<file path="config.mk">
export PLATFORM = sky130hd
export DESIGN_NAME = pib_peripheral_irq_bank
export DESIGN_NICKNAME = d
export VERILOG_FILES = /design/src/verilog/pib_peripheral_irq_bank.v
export VERILOG_INCLUDE_DIRS = /design/src /design/src/common
export SDC_FILE = /design/constraint.sdc
export NUM_CORES = 1
export LEC_CHECK = 0
export ABC_AREA = 0
export BUFFER_PORTS_ARGS = -buffer_cell sky130_fd_sc_hd__buf_2
export CELL_PAD_IN_SITES_DETAIL_PLACEMENT = 1
export CELL_PAD_IN_SITES_GLOBAL_PLACEMENT = 1
export CORE_ASPECT_RATIO = 0.8
export CORE_UTILIZATION = 42
export DETAILED_ROUTE_END_ITERATION = 7
export PLACE_DENSITY = 0.84
export SYNTH_ARGS = -nofsm -noshare
export SYNTH_HDL_FRONTEND = slang
export SYNTH_SLANG_ARGS = --single-unit
</file>
<file path="constraint.sdc">
create_clock -name clk_i -period 1.7 [get_ports clk_i]
set_clock_uncertainty 0.05 [all_clocks]
set_input_delay 0.34 -clock clk_i [delete_from_list [all_inputs] [get_ports clk_i]]
set_output_delay 0.34 -clock clk_i [all_outputs]
set_load 0.05 [all_outputs]
</file>
<file path="src/common/pib_regs.vh">
/*
  register offsets, field positions and reset values of the peripheral interrupt bank.
  assumes a plain byte-wide register port; included once per design file.
*/
`ifndef PIB_REGS_VH
`define PIB_REGS_VH
`define PIB_ADDR_W 3
`define PIB_OFF_FLAGS_ONE 3'h0
`define PIB_OFF_FLAGS_TWO 3'h1
`define PIB_OFF_ENABLE_ONE 3'h2
`define PIB_OFF_ENABLE_TWO 3'h3
`define PIB_OFF_PRIORITY_ONE 3'h4
`define PIB_OFF_PRIORITY_TWO 3'h5
`define PIB_OFF_CONTROL 3'h6
`define PIB_RST_FLAGS 8'h00
`define PIB_RST_ENABLE 8'h00
`define PIB_RST_PRIORITY 8'hFF
`define PIB_RST_CONTROL 8'h00
`define PIB_MASK_TWO 8'hDF
`define PIB_MASK_ONE_FULL 8'hFF
`define PIB_MASK_ONE_SMALL 8'h7F
`define PIB_CTL_PRIO_MODE 0
`define PIB_CTL_GATE_HIGH 1
`define PIB_CTL_GATE_LOW 2
`define PIB_BIT_PARALLEL 7
`define PIB_BIT_CONVERTER 6
`define PIB_BIT_RECEIVE 5
`define PIB_BIT_TRANSMIT 4
`define PIB_BIT_SERIAL 3
`define PIB_BIT_CAPTURE_ONE 2
`define PIB_BIT_TIMER2_MATCH 1
`define PIB_BIT_TIMER1_OVF 0
`define PIB_BIT_OSC_FAIL 7
`define PIB_BIT_COMPARATOR 6
`define PIB_BIT_NV_WRITE 4
`define PIB_BIT_BUS_COLLISION 3
`define PIB_BIT_VOLTAGE 2
`define PIB_BIT_TIMER3_OVF 1
`define PIB_BIT_CAPTURE_TWO 0
`define PIB_MODE_CAPTURE 2'h0
`define PIB_MODE_COMPARE 2'h1
`define PIB_MODE_PWM 2'h2
`endif

</file>
<file path="src/verilog/pib_peripheral_irq_bank.v">
/*
  peripheral interrupt bank: two flag, two enable and two priority registers,
  plus a control register holding the priority mode and the global enables.
  assumes event inputs arrive as one-cycle pulses or levels from logic on clk_i;
  register port: read data valid the cycle after the read strobe.
*/
`timescale 1ns/1ps
`include "pib_regs.vh"
// What this block does
// - timer-two period match sets flags-one bit 1 until software clears it.
// - timer-one rollover sets flags-one bit 0 until software writes zero.
// - capture-two flag sets on capture or compare match, never in pulse-width mode.
// - oscillator failure with switch to internal oscillator sets flags-two bit 7.
// - comparator input change sets flags-two bit 6 until cleared.
// - nonvolatile write completion sets flags-two bit 4; zero while pending.
// - serial bus collision sets flags-two bit 3 until cleared.
// - voltage condition sets bit 2; direction chosen by the detector's select bit.
// - timer-three rollover sets flags-two bit 1 until cleared.
// - bit five of the second flag, enable, priority registers reads zero.
// - without priority mode, peripheral gate must also be set to interrupt.
// - enable-one bits follow flags-one order; one enables the source.
// - small package makes bit seven of the first registers read zero.
// - enable-two follows flags-two order, one enables, resets to zero.
// - priority bit one means high, zero low; used only in priority mode.
// - implemented priority bits reset to one.
// - flags-two resets to zero and is software readable and writable.
// - flags set regardless of enables, allowing polling.
// - priority mode gives two levels; otherwise a single legacy level.
// - in priority mode the low global enable gates low-priority requests.
module pib_peripheral_irq_bank #(
  parameter SMALL_PACKAGE = 0
) (
  input wire clk_i,
  input wire sys_rst_i,
  input wire [2:0] reg_addr_i,
  input wire [7:0] reg_wdata_i,
  input wire reg_write_i,
  input wire reg_read_i,
  output reg [7:0] reg_rdata_o,
  input wire parallel_port_event_i,
  input wire converter_done_i,
  input wire receive_full_i,
  input wire transmit_empty_i,
  input wire serial_done_i,
  input wire capture_one_event_i,
  input wire timer_two_i_match_i,
  input wire timer_one_rollover_i,
  input wire osc_fail_event_i,
  input wire comparator_change_i,
  input wire nv_write_done_i,
  input wire bus_collision_i,
  input wire voltage_trip_i,
  input wire timer_three_rollover_i,
  input wire [1:0] capture_two_mode_i,
  input wire capture_two_capture_i,
  input wire capture_two_compare_i,
  input wire voltage_direction_select_i,
  output reg irq_high_o,
  output reg irq_low_o
);

  localparam [7:0] MASK_ONE = SMALL_PACKAGE ? `PIB_MASK_ONE_SMALL : `PIB_MASK_ONE_FULL;

  reg [7:0] periph_request_flags_one;
  reg [7:0] periph_request_flags_two;
  reg [7:0] periph_enable_one;
  reg [7:0] periph_enable_two;
  reg [7:0] periph_priority_one;
  reg [7:0] periph_priority_two;
  reg [7:0] irq_control;
  reg volt_prev;
  reg [7:0] ev_one;
  reg [7:0] ev_two;
  reg [7:0] next_rdata;
  reg volt_edge;
  reg cap_two_event;

  // one write port, one set vector: set wins over a software clear
  function [7:0] flag_next;
    input [7:0] cur;
    input [7:0] set;
    input wr;
    input [7:0] wdata;
    input [7:0] mask;
    begin
      flag_next = ((wr ? wdata : cur) | set) & mask;
    end
  endfunction

  // voltage trip level seen against its previous value
  always @* begin
    if (voltage_direction_select_i) begin
      volt_edge = voltage_trip_i & ~volt_prev;
    end else begin
      volt_edge = ~voltage_trip_i & volt_prev;
    end
  end

  always @* begin
    case (capture_two_mode_i)
      `PIB_MODE_CAPTURE: cap_two_event = capture_two_capture_i;
      `PIB_MODE_COMPARE: cap_two_event = capture_two_compare_i;
      `PIB_MODE_PWM: cap_two_event = 1'b0;
      default: cap_two_event = 1'b0;
    endcase
  end

  // events collected regardless of enables so software can poll
  always @* begin
    ev_one = 8'h00;
    ev_one[`PIB_BIT_PARALLEL] = parallel_port_event_i;
    ev_one[`PIB_BIT_CONVERTER] = converter_done_i;
    ev_one[`PIB_BIT_RECEIVE] = receive_full_i;
    ev_one[`PIB_BIT_TRANSMIT] = transmit_empty_i;
    ev_one[`PIB_BIT_SERIAL] = serial_done_i;
    ev_one[`PIB_BIT_CAPTURE_ONE] = capture_one_event_i;
    ev_one[`PIB_BIT_TIMER2_MATCH] = timer_two_i_match_i;
    ev_one[`PIB_BIT_TIMER1_OVF] = timer_one_rollover_i;
    ev_two = 8'h00;
    ev_two[`PIB_BIT_OSC_FAIL] = osc_fail_event_i;
    ev_two[`PIB_BIT_COMPARATOR] = comparator_change_i;
    ev_two[`PIB_BIT_NV_WRITE] = nv_write_done_i;
    ev_two[`PIB_BIT_BUS_COLLISION] = bus_collision_i;
    ev_two[`PIB_BIT_VOLTAGE] = volt_edge;
    ev_two[`PIB_BIT_TIMER3_OVF] = timer_three_rollover_i;
    ev_two[`PIB_BIT_CAPTURE_TWO] = cap_two_event;
  end

  always @* begin
    case (reg_addr_i)
      `PIB_OFF_FLAGS_ONE: next_rdata = periph_request_flags_one;
      `PIB_OFF_FLAGS_TWO: next_rdata = periph_request_flags_two;
      `PIB_OFF_ENABLE_ONE: next_rdata = periph_enable_one;
      `PIB_OFF_ENABLE_TWO: next_rdata = periph_enable_two;
      `PIB_OFF_PRIORITY_ONE: next_rdata = periph_priority_one;
      `PIB_OFF_PRIORITY_TWO: next_rdata = periph_priority_two;
      `PIB_OFF_CONTROL: next_rdata = irq_control;
      default: next_rdata = 8'h00;
    endcase
  end

  wire wr_f1 = reg_write_i && (reg_addr_i == `PIB_OFF_FLAGS_ONE);
  wire wr_f2 = reg_write_i && (reg_addr_i == `PIB_OFF_FLAGS_TWO);
  wire [7:0] ctl_mask = 8'h07;

  always @(posedge clk_i) begin
    if (sys_rst_i) begin
      periph_request_flags_one <= `PIB_RST_FLAGS;
      periph_request_flags_two <= `PIB_RST_FLAGS;
      periph_enable_one <= `PIB_RST_ENABLE;
      periph_enable_two <= `PIB_RST_ENABLE;
      periph_priority_one <= `PIB_RST_PRIORITY & MASK_ONE;
      periph_priority_two <= `PIB_RST_PRIORITY & `PIB_MASK_TWO;
      irq_control <= `PIB_RST_CONTROL;
      volt_prev <= 1'b0;
      reg_rdata_o <= 8'h00;
    end else begin
      volt_prev <= voltage_trip_i;
      reg_rdata_o <= reg_read_i ? next_rdata : 8'h00;
      periph_request_flags_one <= flag_next(periph_request_flags_one, ev_one, wr_f1, reg_wdata_i, MASK_ONE);
      periph_request_flags_two <= flag_next(periph_request_flags_two, ev_two, wr_f2, reg_wdata_i,
        `PIB_MASK_TWO);
      if (reg_write_i) begin
        case (reg_addr_i)
          `PIB_OFF_ENABLE_ONE: periph_enable_one <= reg_wdata_i & MASK_ONE;
          `PIB_OFF_ENABLE_TWO: periph_enable_two <= reg_wdata_i & `PIB_MASK_TWO;
          `PIB_OFF_PRIORITY_ONE: periph_priority_one <= reg_wdata_i & MASK_ONE;
          `PIB_OFF_PRIORITY_TWO: periph_priority_two <= reg_wdata_i & `PIB_MASK_TWO;
          `PIB_OFF_CONTROL: irq_control <= reg_wdata_i & ctl_mask;
          default: irq_control <= irq_control;
        endcase
      end
    end
  end

  // request routing; registered so outputs come from flip-flops
  wire [7:0] act_one = periph_request_flags_one & periph_enable_one;
  wire [7:0] act_two = periph_request_flags_two & periph_enable_two;
  wire prio_mode = irq_control[`PIB_CTL_PRIO_MODE];
  wire gate_high = irq_control[`PIB_CTL_GATE_HIGH];
  wire gate_low = irq_control[`PIB_CTL_GATE_LOW];
  wire any_act = |act_one | |act_two;
  wire any_high = |(act_one & periph_priority_one) | |(act_two & periph_priority_two);
  wire any_low = |(act_one & ~periph_priority_one) | |(act_two & ~periph_priority_two);

  always @(posedge clk_i) begin
    if (sys_rst_i) begin
      irq_high_o <= 1'b0;
      irq_low_o <= 1'b0;
    end else if (prio_mode) begin
      // peripheral sources need the low gate too only at low level
      irq_high_o <= gate_high & any_high;
      irq_low_o <= gate_high & gate_low & any_low;
    end else begin
      // legacy single level: both global and peripheral gate needed
      irq_high_o <= gate_high & gate_low & any_act;
      irq_low_o <= 1'b0;
    end
  end

endmodule

</file>
==> results.json <==
{
  "status": "finished clean",
  "leakage_nw": 1.55,
  "start_util_pct": 43.9,
  "vias": 2812,
  "fmaxAchievable_mhz": 714,
  "gp_congestion": 0.943,
  "cts_buffers": 9,
  "clock_latency_ps": 340,
  "nets": 432,
  "synth_cell_types": 38,
  "post_dp_cell_area_um2": 3200,
  "synth-seq-cells": 59,
  "critPathCaptureType": "flop",
  "worstSetupStartpointType": "flop",
  "insertedDiodeCount": 0,
  "finalSetupViolations": 0,
  "core_area_um2": 6470,
  "drc": 0,
  "peakVddDrop_v": 0.000330,
  "slew_headroom_pct": 74.7,
  "dieArea_um2": 7100,
  "grt_max_degree": 34,
  "h-tree-depth": 3,
  "clockBufferDepth": 2,
  "grt_pass1_vias": 2930,
  "ys_seq_area_share_pct": 41.6,
  "final_antenna_net_count": 0,
  "synthFlopType": "dfxtp_1",
  "multiInputGateArea_um2": 1530,
  "portBuffers": 43,
  "hold_ws_ps": 162,
  "post_synth.cell_area_avg_um2": 8.31,
  "min_path_type": "primary input to flop",
  "die_h_um": 75.6,
  "power.density_nw_per_um2": 941,
  "path_clk_slew_ps": 60,
  "critPathRequiredTime_ps": 1860,
  "timing.final.ws_setup_ps": 300,
  "layout_common_cells": "85 x nand2_1, 59 x dfxtp_1, 43 x buf_2, 29 x nor2_1, 17 x buf_4",
  "drt-total-wl_mm": 9.48,
  "antenna_found_initial": 0,
  "wl_per_cell_um": 19.5,
  "synth_area_um2": 2840,
  "drt_first_pass_iters": 4,
  "fin_setup_tns_ps": 0,
  "syn_nets": 376,
  "arrival_ps": 1560,
  "pin_count": 44,
  "dpl_worst_slack_ps": -10.6,
  "cts.repair.resized": 0,
  "utilization_pct": 52.5,
  "grt_pass1_wl_mm": 15.1,
  "ys.warnings.count": 0,
  "final-max-slew-violation-count": 0,
  "cts_setup_buffers": 0,
  "cts-hold-fix-buffers": 0,
  "num_rows": 26,
  "worst_pin_slew_ps": 377,
  "crit_type": "flop to flop",
  "drtIter0Drc": 209,
  "synth-edff-count": 0,
  "synth_area_leaders": "dfxtp_1 42%, nand2_1 11%, mux2i_1 5.6%",
  "viasPerCell": 5.80,
  "grt_overflow": 0,
  "drive_gt1_share_pct": 21.2,
  "fin_total_pwr_mw": 3.20,
  "track_usage_pct": 29.2,
  "yosys.area.top_type": "dfxtp_1",
  "hold_viol_final": 0,
  "final_common_cell": "nand2_1",
  "yosys.area.top_type_share_pct": 41.6,
  "ff_latch_area_um2": 1180,
  "root_buffer": "clkbuf_8",
  "syn_to_final_growth_pct": 19.6,
  "cts_tree": "yes",
  "cts.sinks": 59,
  "instances_no_fill": 485,
  "dpl.cell_count": 471,
  "fillers": 806,
  "crit_fanout": 4,
  "min_period_ps": 1400,
  "die_x_um": 94.0,
  "synthArstFlopShare_pct": 0,
  "dpl.hpwl_mm": 7.29,
  "stdcell_area_um2": 3400,
  "rsz0062_at_grt": "no",
  "drv_cap": 0,
  "min_period_over_period_pct": 82.4,
  "syn_inst": 342
}
## layer usage
layer | track usage, % | vias up | routed length [um]
li1 | - | 1309 | -
met1 | 36.3 | 1375 | 4170
met2 | 48.9 | 111 | 4420
met3 | 8.08 | 17 | 714
met4 | 11.6 | 0 | 167
met5 | 0 | - | 0
## synthesized netlist by cell type (2+ instances only)
| library cell | number |
|---|---|
| nor2_1 | 29 |
| o22ai_1 | 8 |
| clkbuf_1 | 5 |
| and2b_1 | 2 |
| nor4_1 | 2 |
| and3_1 | 6 |
| mux2i_1 | 16 |
| buf_2 | 6 |
| nand2_1 | 85 |
| mux2_2 | 6 |
| nand3b_1 | 15 |
| mux4_1 | 4 |
| nor3_1 | 4 |
| a21oi_1 | 15 |
| dfxtp_1 | 59 |
| a22oi_1 | 6 |
| nand3_1 | 13 |
| and2_1 | 3 |
| buf_4 | 2 |
| nand4_1 | 5 |
| inv_1 | 11 |
| nor2b_1 | 9 |
| a31oi_1 | 11 |
| a211oi_1 | 6 |
## cells by family after synthesis
group           after synthesis  synth area share [%]
simple gates                178                  29.6
buf+inv                      26                  4.62
flops                        59                  41.6
compound gates               52                  11.7
mux                          27                  12.5
## report_power, final
group	internal [mW]	total, mW	switching [mW]
registers	1.44	1.51	0.0699
clock network	0.778	1.31	0.534
logic	0.159	0.377	0.218
total	2.38	3.20	0.822
## area by class of cell
cell class,count,share of cell area [%]
Tap cell,84,3.09
Inverter,11,1.21
Clock buffer,12,4.86
Timing Repair Buffer,60,10.1
Clock inverter,2,1.03
Multi-Input combinational cell,257,45.0
Sequential cell,59,34.7
## sequential cells by signal, indices dropped and copies added, names as in the netlist, 3 cells and up
signal / count
periph_priority_one: 8
periph_enable_two: 7
periph_request_flags_two: 7
periph_enable_one: 8
periph_priority_two: 7
periph_request_flags_one: 8
reg_rdata_o: 8
irq_control: 3
## worst max-delay path, cell delays in order (launching register included)
cell and delay (ps):
dfxtp_1 350, and3_1 190, a31oi_1 190, nand4_1 130, nor3_1 210, o32ai_1 150
## path summary, 6_finish.rpt
kind	cells past startpoint	to	from	slack, ps
max	5	irq_high_o$_SDFF_PP0_	periph_request_flags_two[6]$_SDFF_PP0_	300
min	3	periph_request_flags_two[7]$_SDFF_PP0_	osc_fail_event_i	160
max reg2reg	5	irq_high_o$_SDFF_PP0_	periph_request_flags_two[6]$_SDFF_PP0_	300
min reg2reg	2	periph_enable_one[3]$_SDFFE_PP0P_	periph_enable_one[3]$_SDFFE_PP0P_	450
Power figures use the tool's default switching activity.
